<file path="src/hdl/sadc_pkg.sv">
// package: register map, field layout and timing of the converter control block
package sadc_pkg;
    // register byte offsets (printed offsets are not all multiples of four: index * 4)
    localparam logic [7:0]  IDX_AUX_CONTROL    = 8'hE1;
    localparam logic [7:0]  IDX_RESULT_HIGH    = 8'hE2;
    localparam logic [7:0]  IDX_CONTROL_STATUS = 8'hF8;
    localparam logic [7:0]  IDX_IRQ_STATUS     = 8'hF9;
    localparam logic [7:0]  IDX_IRQ_ENABLE     = 8'hFA;
    localparam logic [7:0]  IDX_IRQ_CLEAR      = 8'hFB;
    localparam logic [9:0]  ADDR_AUX_CONTROL    = {IDX_AUX_CONTROL, 2'b00};
    localparam logic [9:0]  ADDR_RESULT_HIGH    = {IDX_RESULT_HIGH, 2'b00};
    localparam logic [9:0]  ADDR_CONTROL_STATUS = {IDX_CONTROL_STATUS, 2'b00};
    localparam logic [9:0]  ADDR_IRQ_STATUS     = {IDX_IRQ_STATUS, 2'b00};
    localparam logic [9:0]  ADDR_IRQ_ENABLE     = {IDX_IRQ_ENABLE, 2'b00};
    localparam logic [9:0]  ADDR_IRQ_CLEAR      = {IDX_IRQ_CLEAR, 2'b00};
    // control/status field positions
    localparam int          F_RES1   = 7;
    localparam int          F_RES0   = 6;
    localparam int          F_EXTEN  = 5;
    localparam int          F_DONE   = 4;
    localparam int          F_START  = 3;
    // aux control field positions
    localparam int          F_CONV_EN  = 7;
    localparam int          F_CLK_SEL  = 1;
    localparam int          F_SRC_SEL  = 0;
    localparam logic [7:0]  AUX_MASK   = 8'h83;
    // reset values
    localparam logic [7:0]  RST_AUX    = 8'h00;
    localparam logic [7:0]  RST_CTRL   = 8'h00;
    localparam logic [9:0]  RST_RESULT = 10'h000;
    // timing: machine cycle and conversion length
    localparam int          MACHINE_CYCLE_NS = 4;
    localparam int          CLK_PERIOD_NS    = 4;
    localparam int          MC_CLKS          = (MACHINE_CYCLE_NS + CLK_PERIOD_NS - 1) / CLK_PERIOD_NS;
    localparam int          CONV_MCYCLES     = 35;
    localparam int          SYS_CLK_DIV      = 4;
    localparam int          RC_CLK_DIV       = 2;
    localparam logic [1:0]  HTRANS_NONSEQ    = 2'b10;

    typedef struct packed {
        logic       conv_en;
        logic       clk_sel;
        logic       src_sel;
    } sadc_aux_t;

    typedef struct packed {
        logic [2:0] chan;
        logic       src_bandgap;
        logic       enable;
        logic       sample;
        logic       clk_div;
    } sadc_core_t;
endpackage : sadc_pkg

</file>
<file path="src/hdl/sadc_ctrl.sv">
// converter control: start/busy/done handshake, channel mux, result split, AHB-Lite registers
`timescale 1ns/1ps
`default_nettype none
module sadc_ctrl
#(
    parameter int CONV_CYCLES = sadc_pkg::CONV_MCYCLES * sadc_pkg::MC_CLKS
)
(
    // clock and reset
    input  wire  logic                 ref_clk_i,
    input  wire  logic                 sys_rst_i,
    // AHB-Lite slave
    input  wire  logic                 hsel_i,
    input  wire  logic [31:0]          haddr_i,
    input  wire  logic [1:0]           htrans_i,
    input  wire  logic                 hwrite_i,
    input  wire  logic [2:0]           hsize_i,
    input  wire  logic [31:0]          hwdata_i,
    input  wire  logic                 hready_i,
    output var   logic [31:0]          hrdata_o,
    output var   logic                 hreadyout_o,
    output var   logic                 hresp_o,
    // pins and power state
    input  wire  logic                 external_start_pin_i,
    input  wire  logic                 low_power_i,
    input  wire  logic                 rc_osc_tick_i,
    // converter core
    input  wire  logic                 comp_result_i,
    input  wire  logic [9:0]           core_result_i,
    output var   sadc_pkg::sadc_core_t core_o,
    output var   logic                 adc_clk_en_o,
    // interrupt
    output var   logic                 irq_o
);
    import sadc_pkg::*;

    localparam int CW = $clog2(CONV_CYCLES + 1);

    typedef enum {ST_IDLE, ST_CONV} sadc_state_t;

    sadc_state_t state_reg, state_next;
    logic [CW-1:0] cnt_reg, cnt_next;
    logic [7:0]  ctrl_reg, ctrl_next;
    logic [7:0]  aux_reg, aux_next;
    logic [7:0]  resh_reg, resh_next;
    logic        irq_st_reg, irq_st_next;
    logic        irq_en_reg, irq_en_next;
    logic        pin_q_reg, pin_q_next;
    logic        wr_pend_reg, wr_pend_next;
    logic [9:0]  wr_addr_reg, wr_addr_next;
    logic [31:0] rdata_reg, rdata_next;
    logic        irq_reg, irq_next;
    logic [1:0]  div_reg, div_next;
    logic        clk_en_reg, clk_en_next;
    sadc_core_t  core_reg, core_next;

    logic        addr_ok, wr_ctrl, wr_aux, wr_resh, wr_ien, wr_iclr;
    logic [7:0]  wb;
    logic        pin_rise, sw_start, done_evt, abort;

    assign addr_ok = hsel_i && hready_i && htrans_i == HTRANS_NONSEQ;
    assign wb      = hwdata_i[7:0];
    assign wr_ctrl = wr_pend_reg && wr_addr_reg == ADDR_CONTROL_STATUS;
    assign wr_aux  = wr_pend_reg && wr_addr_reg == ADDR_AUX_CONTROL;
    assign wr_resh = wr_pend_reg && wr_addr_reg == ADDR_RESULT_HIGH;
    assign wr_ien  = wr_pend_reg && wr_addr_reg == ADDR_IRQ_ENABLE;
    assign wr_iclr = wr_pend_reg && wr_addr_reg == ADDR_IRQ_CLEAR;

    // machine cycle equals one clock here, so the edge is seen every clock
    assign pin_rise = ctrl_reg[F_EXTEN] && external_start_pin_i && !pin_q_reg;
    assign sw_start = wr_ctrl && wb[F_START];
    assign done_evt = state_reg == ST_CONV && cnt_reg == CW'(CONV_CYCLES - 1);
    // software abort or power-down stop the conversion; done result untouched
    assign abort    = state_reg == ST_CONV
                      && ((wr_ctrl && !wb[F_START]) || low_power_i);

    always_comb
    begin
        logic done_now;
        logic start_ok;
        done_now     = ctrl_reg[F_DONE];
        start_ok     = 1'b0;
        state_next   = state_reg;
        cnt_next     = cnt_reg;
        ctrl_next    = ctrl_reg;
        aux_next     = aux_reg;
        resh_next    = resh_reg;
        irq_st_next  = irq_st_reg;
        irq_en_next  = irq_en_reg;
        pin_q_next   = external_start_pin_i;
        wr_pend_next = addr_ok && hwrite_i;
        wr_addr_next = addr_ok ? haddr_i[9:0] : wr_addr_reg;
        rdata_next   = 32'h0000_0000;
        if (wr_aux)
            aux_next = wb & AUX_MASK;
        if (wr_resh)
            resh_next = wb;
        if (wr_ien)
            irq_en_next = wb[0];
        if (wr_ctrl)
        begin
            ctrl_next[F_EXTEN] = wb[F_EXTEN];
            ctrl_next[F_RES1]  = wb[F_RES1];
            ctrl_next[F_RES0]  = wb[F_RES0];
            if (!wb[F_DONE])
                ctrl_next[F_DONE] = 1'b0;
            done_now = ctrl_next[F_DONE];
            if (!ctrl_reg[F_DONE] && !ctrl_reg[F_START])
                ctrl_next[2:0] = wb[2:0];
        end
        // clearing done and setting start together is allowed to start
        start_ok = state_reg == ST_IDLE && !done_now && aux_reg[F_CONV_EN];
        if (state_reg == ST_IDLE)
        begin
            if (start_ok && (sw_start || pin_rise) && !low_power_i)
            begin
                state_next         = ST_CONV;
                cnt_next           = '0;
                ctrl_next[F_START] = 1'b1;
            end
        end
        else if (abort || !aux_reg[F_CONV_EN])
        begin
            state_next         = ST_IDLE;
            ctrl_next[F_START] = 1'b0;
        end
        else if (done_evt)
        begin
            state_next         = ST_IDLE;
            ctrl_next[F_START] = 1'b0;
            ctrl_next[F_DONE]  = 1'b1;
            ctrl_next[F_RES1]  = core_result_i[1];
            ctrl_next[F_RES0]  = core_result_i[0];
            resh_next          = core_result_i[9:2];
        end
        else
        begin
            cnt_next = cnt_reg + CW'(1);
        end
        // set wins over clear for the sticky interrupt flag
        if (wr_iclr && wb[0])
            irq_st_next = 1'b0;
        if (done_evt && !abort && aux_reg[F_CONV_EN])
            irq_st_next = 1'b1;
        if (addr_ok && !hwrite_i)
        begin
            case (haddr_i[9:0])
                ADDR_CONTROL_STATUS: rdata_next = {24'h00_0000, ctrl_reg};
                ADDR_AUX_CONTROL:    rdata_next = {24'h00_0000, aux_reg};
                ADDR_RESULT_HIGH:    rdata_next = {24'h00_0000, resh_reg};
                ADDR_IRQ_STATUS:     rdata_next = {31'h0000_0000, irq_st_reg};
                ADDR_IRQ_ENABLE:     rdata_next = {31'h0000_0000, irq_en_reg};
                default:             rdata_next = 32'h0000_0000;
            endcase
        end
    end

    always_comb
    begin
        irq_next = irq_st_next && irq_en_next;
        div_next = div_reg + 2'h1;
        if (aux_reg[F_CLK_SEL])
            clk_en_next = rc_osc_tick_i && div_reg[0];
        else
            clk_en_next = div_reg == 2'(SYS_CLK_DIV - 1);
        if (!aux_reg[F_CLK_SEL] && div_reg == 2'(SYS_CLK_DIV - 1))
            div_next = 2'h0;
        if (aux_reg[F_CLK_SEL] && !rc_osc_tick_i)
            div_next = div_reg;
        core_next.chan        = ctrl_next[2:0];
        core_next.src_bandgap = aux_next[F_SRC_SEL];
        core_next.enable      = aux_next[F_CONV_EN];
        core_next.sample      = state_next == ST_CONV;
        core_next.clk_div     = aux_next[F_CLK_SEL];
    end

    always_ff @(posedge ref_clk_i)
    begin
        if (sys_rst_i)
        begin
            state_reg   <= ST_IDLE;
            cnt_reg     <= '0;
            ctrl_reg    <= RST_CTRL;
            aux_reg     <= RST_AUX;
            resh_reg    <= RST_RESULT[9:2];
            irq_st_reg  <= 1'b0;
            irq_en_reg  <= 1'b0;
            // held high so a pin already high at reset is not taken as an edge
            pin_q_reg   <= 1'b1;
            wr_pend_reg <= 1'b0;
            wr_addr_reg <= 10'h000;
            rdata_reg   <= 32'h0000_0000;
            irq_reg     <= 1'b0;
            div_reg     <= 2'h0;
            clk_en_reg  <= 1'b0;
            core_reg    <= '0;
        end
        else
        begin
            state_reg   <= state_next;
            cnt_reg     <= cnt_next;
            ctrl_reg    <= ctrl_next;
            aux_reg     <= aux_next;
            resh_reg    <= resh_next;
            irq_st_reg  <= irq_st_next;
            irq_en_reg  <= irq_en_next;
            pin_q_reg   <= pin_q_next;
            wr_pend_reg <= wr_pend_next;
            wr_addr_reg <= wr_addr_next;
            rdata_reg   <= rdata_next;
            irq_reg     <= irq_next;
            div_reg     <= div_next;
            clk_en_reg  <= clk_en_next;
            core_reg    <= core_next;
        end
    end

    assign hrdata_o    = rdata_reg;
    // no wait states: every register answers in its data phase
    assign hreadyout_o = 1'b1;
    assign hresp_o     = 1'b0;
    assign irq_o       = irq_reg;
    assign core_o      = core_reg;
    assign adc_clk_en_o = clk_en_reg;
endmodule : sadc_ctrl
`default_nettype wire

</file>
<file path="config.mk">
export PLATFORM = sky130hd
export DESIGN_NAME = sadc_ctrl
export DESIGN_NICKNAME = d
export VERILOG_FILES = /design/src/hdl/sadc_pkg.sv /design/src/hdl/sadc_ctrl.sv
export SDC_FILE = /design/constraint.sdc
export NUM_CORES = 1
export LEC_CHECK = 0
export BUFFER_PORTS_ARGS = -buffer_cell sky130_fd_sc_hd__buf_4
export CAP_MARGIN = 25
export CELL_PAD_IN_SITES_DETAIL_PLACEMENT = 1
export CELL_PAD_IN_SITES_GLOBAL_PLACEMENT = 1
export CORE_MARGIN = 2
export CORE_UTILIZATION = 39
export CTS_CLUSTER_SIZE = 25
export DETAILED_ROUTE_END_ITERATION = 12
export PLACE_DENSITY = 0.83
export SLEW_MARGIN = 20
export SYNTH_ARGS = -nofsm -noshare
export SYNTH_HDL_FRONTEND = slang
export SYNTH_SLANG_ARGS = --single-unit
</file>
<file path="constraint.sdc">
create_clock -name ref_clk_i -period 5.2 [get_ports ref_clk_i]
set_input_delay 0.26 -clock ref_clk_i [delete_from_list [all_inputs] [get_ports ref_clk_i]]
set_output_delay 0.26 -clock ref_clk_i [all_outputs]
set_load 0.1 [all_outputs]
</file>
==> impl_metrics.yaml, run 1 <==
floorplanning:
  pin_count: 131
  start_util_pct: 40.0
  core_area_mm2: 0.00915
  die-area_mm2: 0.0102
  die_w_um: 101
  rows: 35
  die_height_um: 101
routing:
  wirelength_um: 8800
  vias_per_cell: 5.43
  vias: 2953
  avgRoutedWirePerCell_um: 16.2
  dr.pass1.iters: 4
  drc: 0
  ant_nets: 0
  drt_iter0_markers: 75
worst_hold_path:
  hold_depth: 2
  min_path_type: "input port to flop"
logic_synthesis:
  synth-seq-cells: 84
  synthesis.area_mm2: 0.00366
  seq_area_frac_synth_pct: 46.0
  synth-main-ff-cell: "dfxtp_1"
  synthTopCellsByArea: "dfxtp_1 (46%), nor3b_1 (6.4%), buf_4 (6.0%), mux2i_1 (5.5%), nand2_1 (3.0%)"
  synthArstFlopShare_pct: 0
  synth.top_cell.area_share_pct: 46.0
  ys_warn_count: 0
  synth.avg_cell_area_um2: 9.45
  synth-edff-count: 0
  netlist_instances: 387
  synth_top_area_cell: "dfxtp_1"
  synth.distinct_cells: 52
clocking:
  clock_sinks: 84
  root_buffer: "clkbuf_8"
  clk_path_buf_depth: 2
  hold_buffers: 0
  cts.htree.levels: 3
  path_clk_slew_ns: 0.09
  clkLatencyLatePin_ns: 0.35
  cts_setup_buffers: 0
  cts_resized: 0
  cts_tree: "done"
  cts_buffers: 9
critical_path:
  startpoint: "wr_addr_reg[0]"
  cp.arrival_ns: 2.86
  crit_path_max_incr_delay_ns: 0.72
  r2r_cells: 5
  cp_num_buf_inv: 0
  cp.required_ns: 5.40
  path_depth: 5
  crit_path_start_kind: "flop"
  r2r_slack_ns: 2.54
  cp-end-kind: "flop"
  path_class: "flop to flop"
  cp_max_fo: 31
  slowest_stage: "a22oi_4"
  endpoint: "state_reg[1]"
  rr_endpoint: "state_reg[1]"
  cp_top_family: "compound AO/OA/AOI/OAI gates"
  r2r-start: "wr_addr_reg[0]"
  crit_chain: "or4b_4 -> o41ai_2 -> o311ai_2 -> a22oi_4 -> nor3b_1"
status:
  status: "completed"
timing:
  tightest_slew_ns: 0.876
  drv_slew: 0
  final-hold-violation-count: 0
  post-route-min-period_ns: 2.66
  final.period_utilization_pct: 51.1
  finalClockSkew_ns: 0.00866
  max_freq_ghz: 0.376
  slew_headroom_pct: 41.1
  rsz0062_at_grt: "false"
  fin_hold_ws_ns: 0.112
  setup_viol: 0
  tns_ns: 0
grt:
  overflow: 0
  track_usage_pct: 18.2
  grt_max_degree: 71
  antenna_found_initial: 0
  grt_pass1_wl_um: 14500
  grt_pass1_vias: 2980
placement:
  dpl_cell_area_mm2: 0.00398
  dp_hpwl_um: 6370
  finalWeightedCongestion: 0.794
  port_buffers: 54
run:
  drv_cap: 0
pwr:
  p_int_mw: 1.01
  clock_power_share_pct: 41.6
  power_frac_seq_pct: 48.0
  p_switching_uw: 348
  power_frac_comb_pct: 10.3
  swShare_pct: 25.7
  peakVddDrop_mv: 0.209
  p_leak_nw: 1.62
  power_density_mw_per_mm2: 320
finish:
  area_growth_pct: 15.6
  finish.net_count: 519
  fin_area_mm2: 0.00423
  diodes: 0
  largest_register_ff_count: 32
  drive_above_1_share_pct: 19.2
## metal layers
layer,up-vias,GRT usage (%),share of wire [%]
met2,67,32.3,50
met1,1441,21.0,43
li1,1428,-,-
met3,17,5.41,4.9
met4,0,5.48,1.8
met5,-,0,0
## through the flow
stage          cells  total power, mW  utilization (%)  setup WS [ns]
2_1_floorplan    411            0.784                -           2.74
3_3_place_gp     528            0.801             43.5           2.67
3_5_place_dp     528            0.804             43.5           2.53
4_1_cts          544             1.37             46.2           2.50
5_1_grt          544             1.40             46.2           2.33
6_report         544             1.35             46.2           2.54
## cells in the mapped netlist, types with 3 or more instances
master and n:
a22oi_1 7, clkbuf_1 11, ha_1 3, nand4_1 6
nand2_1 29, nor2b_1 3, a211oi_1 10, inv_1 7
mux2i_1 20, buf_4 29, buf_2 4, nand3_1 5
buf_6 4, dfxtp_1 84, o21ai_0 6, and4_1 3
or2_2 3, a21oi_1 20, nor4_1 10, nor3_1 20
or3_1 8, nor3b_1 31, nor2_1 25, and3_1 3
## cell families after synthesis
kind of cell             after synthesis  synth area share (%)
buffers and inverters                 56                  9.68
multiplexers                          20                  5.47
AO/OA/AOI/OAI                         63                  12.6
flip-flops                            84                  46.0
XOR/XNOR                               1                 0.240
AND/OR/NAND/NOR                      158                  24.8
other                                  2                 0.205
adder cells (fa/ha/maj)                3                  1.03
## cells in the final DEF, fill, tap and decap left out, types with 10 or more instances in the layout
cell type   n
nor3b_1    31
buf_4      55
a211oi_1   10
nor2_1     25
dfxtp_1    84
nor4_1     10
nand2_1    29
clkbuf_8   10
mux2i_1    20
a21oi_1    20
nor3_1     20
conb_1     26
## worst reg2reg max path, cell delays in order (launching register included)
cell and delay [ns]:
dfxtp_1 0.33, or4b_4 0.58, o41ai_2 0.51, o311ai_2 0.24
a22oi_4 0.72, nor3b_1 0.12
## worst min path at each step
| stage | endpoint | startpoint | slack, ns |
|---|---|---|---|
| floorplan | pin_q_reg | external_start_pin_i | 0.36 |
| global placement | wr_addr_reg[4] | wr_addr_reg[4] | 0.44 |
| detailed placement | wr_addr_reg[4] | wr_addr_reg[4] | 0.45 |
| CTS | pin_q_reg | external_start_pin_i | 0.09 |
| global route | pin_q_reg | external_start_pin_i | 0.09 |
| finish | pin_q_reg | external_start_pin_i | 0.11 |
## final cells by class
cell class | count | area [um2]
Tap cell | 111 | 139
Fill cell | 1084 | 4930
Inverter | 7 | 26.3
Timing Repair Buffer | 55 | 413
Multi-Input combinational cell | 271 | 1720
Clock inverter | 6 | 111
Sequential cell | 84 | 1680
Clock buffer | 10 | 138
## power by group through the flow
| stage | Clock [mW] | Combinational, mW | Sequential (mW) |
|---|---|---|---|
| floorplan | 0 | 0.118 | 0.666 |
| global placement | 0 | 0.136 | 0.665 |
| detailed placement | 0 | 0.139 | 0.665 |
| CTS | 0.578 | 0.139 | 0.650 |
| global route | 0.604 | 0.146 | 0.651 |
| finish | 0.563 | 0.139 | 0.650 |
Note: power is estimated with default switching activity, not from simulation.
==> run 2, diff against run 1 <==
--- a/config.mk
+++ b/config.mk
@@ -5,15 +5,16 @@
 export SDC_FILE = /design/constraint.sdc
 export NUM_CORES = 1
 export LEC_CHECK = 0
+export ABC_AREA = 1
 export BUFFER_PORTS_ARGS = -buffer_cell sky130_fd_sc_hd__buf_4
 export CAP_MARGIN = 25
 export CELL_PAD_IN_SITES_DETAIL_PLACEMENT = 1
 export CELL_PAD_IN_SITES_GLOBAL_PLACEMENT = 1
 export CORE_MARGIN = 2
-export CORE_UTILIZATION = 39
+export CORE_UTILIZATION = 35
 export CTS_CLUSTER_SIZE = 25
 export DETAILED_ROUTE_END_ITERATION = 12
-export PLACE_DENSITY = 0.83
+export PLACE_DENSITY = 0.78
 export SLEW_MARGIN = 20
 export SYNTH_ARGS = -nofsm -noshare
 export SYNTH_HDL_FRONTEND = slang
==> constraint.sdc (replaced) <==
create_clock -name ref_clk_i -period 2.52 [get_ports ref_clk_i]
set_input_delay 0.126 -clock ref_clk_i [delete_from_list [all_inputs] [get_ports ref_clk_i]]
set_output_delay 0.126 -clock ref_clk_i [all_outputs]
set_load 0.1 [all_outputs]
==> impl_metrics.yaml, run 2 <==
logic_synthesis:
  synthTopCellsByArea: "dfxtp_1 (44%), nor2_1 (9.3%), nand2_1 (7.7%), buf_4 (5.7%), inv_1 (4.7%)"
  muxShareOfSynthArea_pct: 0
  netlist_instances: 512
  synthAdderAreaFrac_pct: 0.977
  synth.distinct_cells: 44
  synth_top_family_by_area: "simple AND/OR/NAND/NOR gates"
  ys_warn_count: 0
  synth-main-ff-cell: "dfxtp_1"
  synth_top_area_cell: "dfxtp_1"
  synth.top_cell.area_share_pct: 43.8
  synthArstFlopShare_pct: 0
  synth_compound_area_share_pct: 11.9
  synthXorXnorAreaFrac_pct: 0.684
  synthesis.area_mm2: 0.00384
  synth-simple-area-share_pct: 29.7
  seq_area_frac_synth_pct: 43.8
  synth.most_common_cell: "nor2_1"
  synth-seq-cells: 84
  ys_top_cells_by_count: "nor2_1 (95), dfxtp_1 (84), nand2_1 (79)"
  synth.avg_cell_area_um2: 7.50
  synth-edff-count: 0
finish:
  fill_cells: 1306
  largest_register_ff_count: 32
  multiInputGateArea_mm2: 0.00176
  fin_cells: 716
  diodes: 0
  mostFrequentLayoutCell: "nor2_1"
  final_cell_mix: "nor2_1 (95), dfxtp_1 (84), nand2_1 (79), buf_4 (61), inv_1 (48)"
  drive_above_1_share_pct: 17.9
  finish.net_count: 662
  area_growth_pct: 19.3
  seq_area_mm2: 0.00168
grt:
  overflow: 0
  grt_max_degree: 49
  antenna_found_initial: 0
  grt_pass1_vias: 3447
  track_usage_pct: 17.4
  grt_pass1_wl_um: 16200
clocking:
  cts_tree: "done"
  root_buffer: "clkbuf_8"
  path_clk_slew_ns: 0.08
  clkLatencyLatePin_ns: 0.36
  hold_buffers: 7
  cts.htree.levels: 3
  clk_path_buf_depth: 2
  clock_sinks: 84
  cts_resized: 0
  cts_setup_buffers: 0
  cts_buffers: 9
worst_hold_path:
  hold_end: "resh_reg[4]"
  worst_hold_startpoint: "core_result_i[6]"
  min_path_type: "input port to flop"
  hold_depth: 3
routing:
  dr.pass1.iters: 4
  drt_iter0_markers: 105
  vias_per_cell: 4.77
  avgRoutedWirePerCell_um: 13.7
  wirelength_um: 9780
  drc: 0
  vias: 3416
  ant_nets: 0
timing:
  final.period_utilization_pct: 76.5
  slew_headroom_pct: 41.4
  drv_slew: 0
  tns_ns: 0
  max_freq_ghz: 0.519
  rsz0062_at_grt: "false"
  finalClockSkew_ns: 0.0125
  post-route-min-period_ns: 1.93
  tightest_slew_ns: 0.878
  setup_viol: 0
  final-hold-violation-count: 0
pwr:
  p_leak_nw: 1.96
  power_density_mw_per_mm2: 619
  peakVddDrop_mv: 0.286
critical_path:
  cp.arrival_ns: 2.22
  r2r-start: "wr_addr_reg[7]"
  r2r_cells: 12
  rr_endpoint: "core_o[1]"
  path_class: "flop to flop"
  r2r_slack_ns: 0.59
  startpoint: "wr_addr_reg[7]"
  cp.required_ns: 2.81
  cp_max_fo: 8
  crit_path_start_kind: "flop"
  cp-end-kind: "flop"
status:
  status: "completed"
placement:
  finalWeightedCongestion: 0.839
  port_buffers: 54
  dp_hpwl_um: 6980
  dpl.cell_count: 693
floorplanning:
  core_area_mm2: 0.0108
  start_util_pct: 35.6
  rows: 38
  die_w_um: 109
  die-area_mm2: 0.0118
  pin_count: 131
  die_height_um: 109
run:
  drv_cap: 0
## run 2: cells by family (layout without fill, tap and decap cells)
logic type / after synthesis / after routing
and+or+nand+nor: 245 / 245
other: 2 / 26
DFF: 84 / 84
adders and majority gates: 3 / 3
buffers and inverters: 94 / 134
xor gates and xnor gates: 3 / 3
AOI/OAI and AO/OA: 81 / 81
## run 2: per-stage QoR
stage / total power, mW / worst slack [ns] / hold slack, ns / instance area (um2) / utilization, %
after global placement: 1.67 / 0.635 / 0.344 / 4260 / 39.5
final: 2.83 / 0.591 / 0.0167 / 4580 / 42.5
after floorplan: 1.63 / 0.273 / 0.230 / 3930 / -
after global routing: 2.94 / 0.325 / 0.00374 / 4580 / 42.5
after detailed placement: 1.67 / 0.597 / 0.353 / 4260 / 39.5
after CTS: 2.86 / 0.547 / 0.000581 / 4580 / 42.5
## run 2: how the worst max path moves through the flow
stage | slack, ns | to
floorplan | 0.27 | core_o[1]
global placement | 0.64 | resh_reg[4]
detailed placement | 0.60 | resh_reg[3]
CTS | 0.55 | core_o[1]
global route | 0.32 | resh_reg[7]
finish | 0.59 | core_o[1]
## run 2: critical path: stages, from the launching register on
cell and delay, ns:
dfxtp_1 0.34, inv_1 0.06, nor2_4 0.13, nand2_2 0.09, nor2_4 0.15, nand2_4 0.10
o21ai_4 0.17, o21ai_2 0.20, nand2_2 0.17, nand2_1 0.12, o21ai_0 0.10, nand3_1 0.09
nor2_1 0.13
## run 2: final cells by class
type                            instances  share of cell area, %
Multi-Input combinational cell        358                   38.3
Sequential cell                        84                   36.7
Timing Repair Buffer                   68                   11.5
Inverter                               50                   4.20
Tap cell                              140                   3.82
Clock buffer                           10                   3.00
Clock inverter                          6                   2.43
## run 2: routing by layer
layer	vias up	part of all wire [%]	track usage [%]
li1	1712	-	-
met1	1601	44	20.7
met2	85	50	30.7
met3	18	4.4	3.59
met4	0	1.8	6.87
met5	-	0	0
## run 2: power breakdown
part | leakage [nW] | switching, mW | internal (mW)
Combinational | 1.16 | 0.243 | 0.0632
Sequential | 0.678 | 0.00731 | 1.34
Clock | 0.122 | 0.499 | 0.685
Total | 1.96 | 0.749 | 2.09
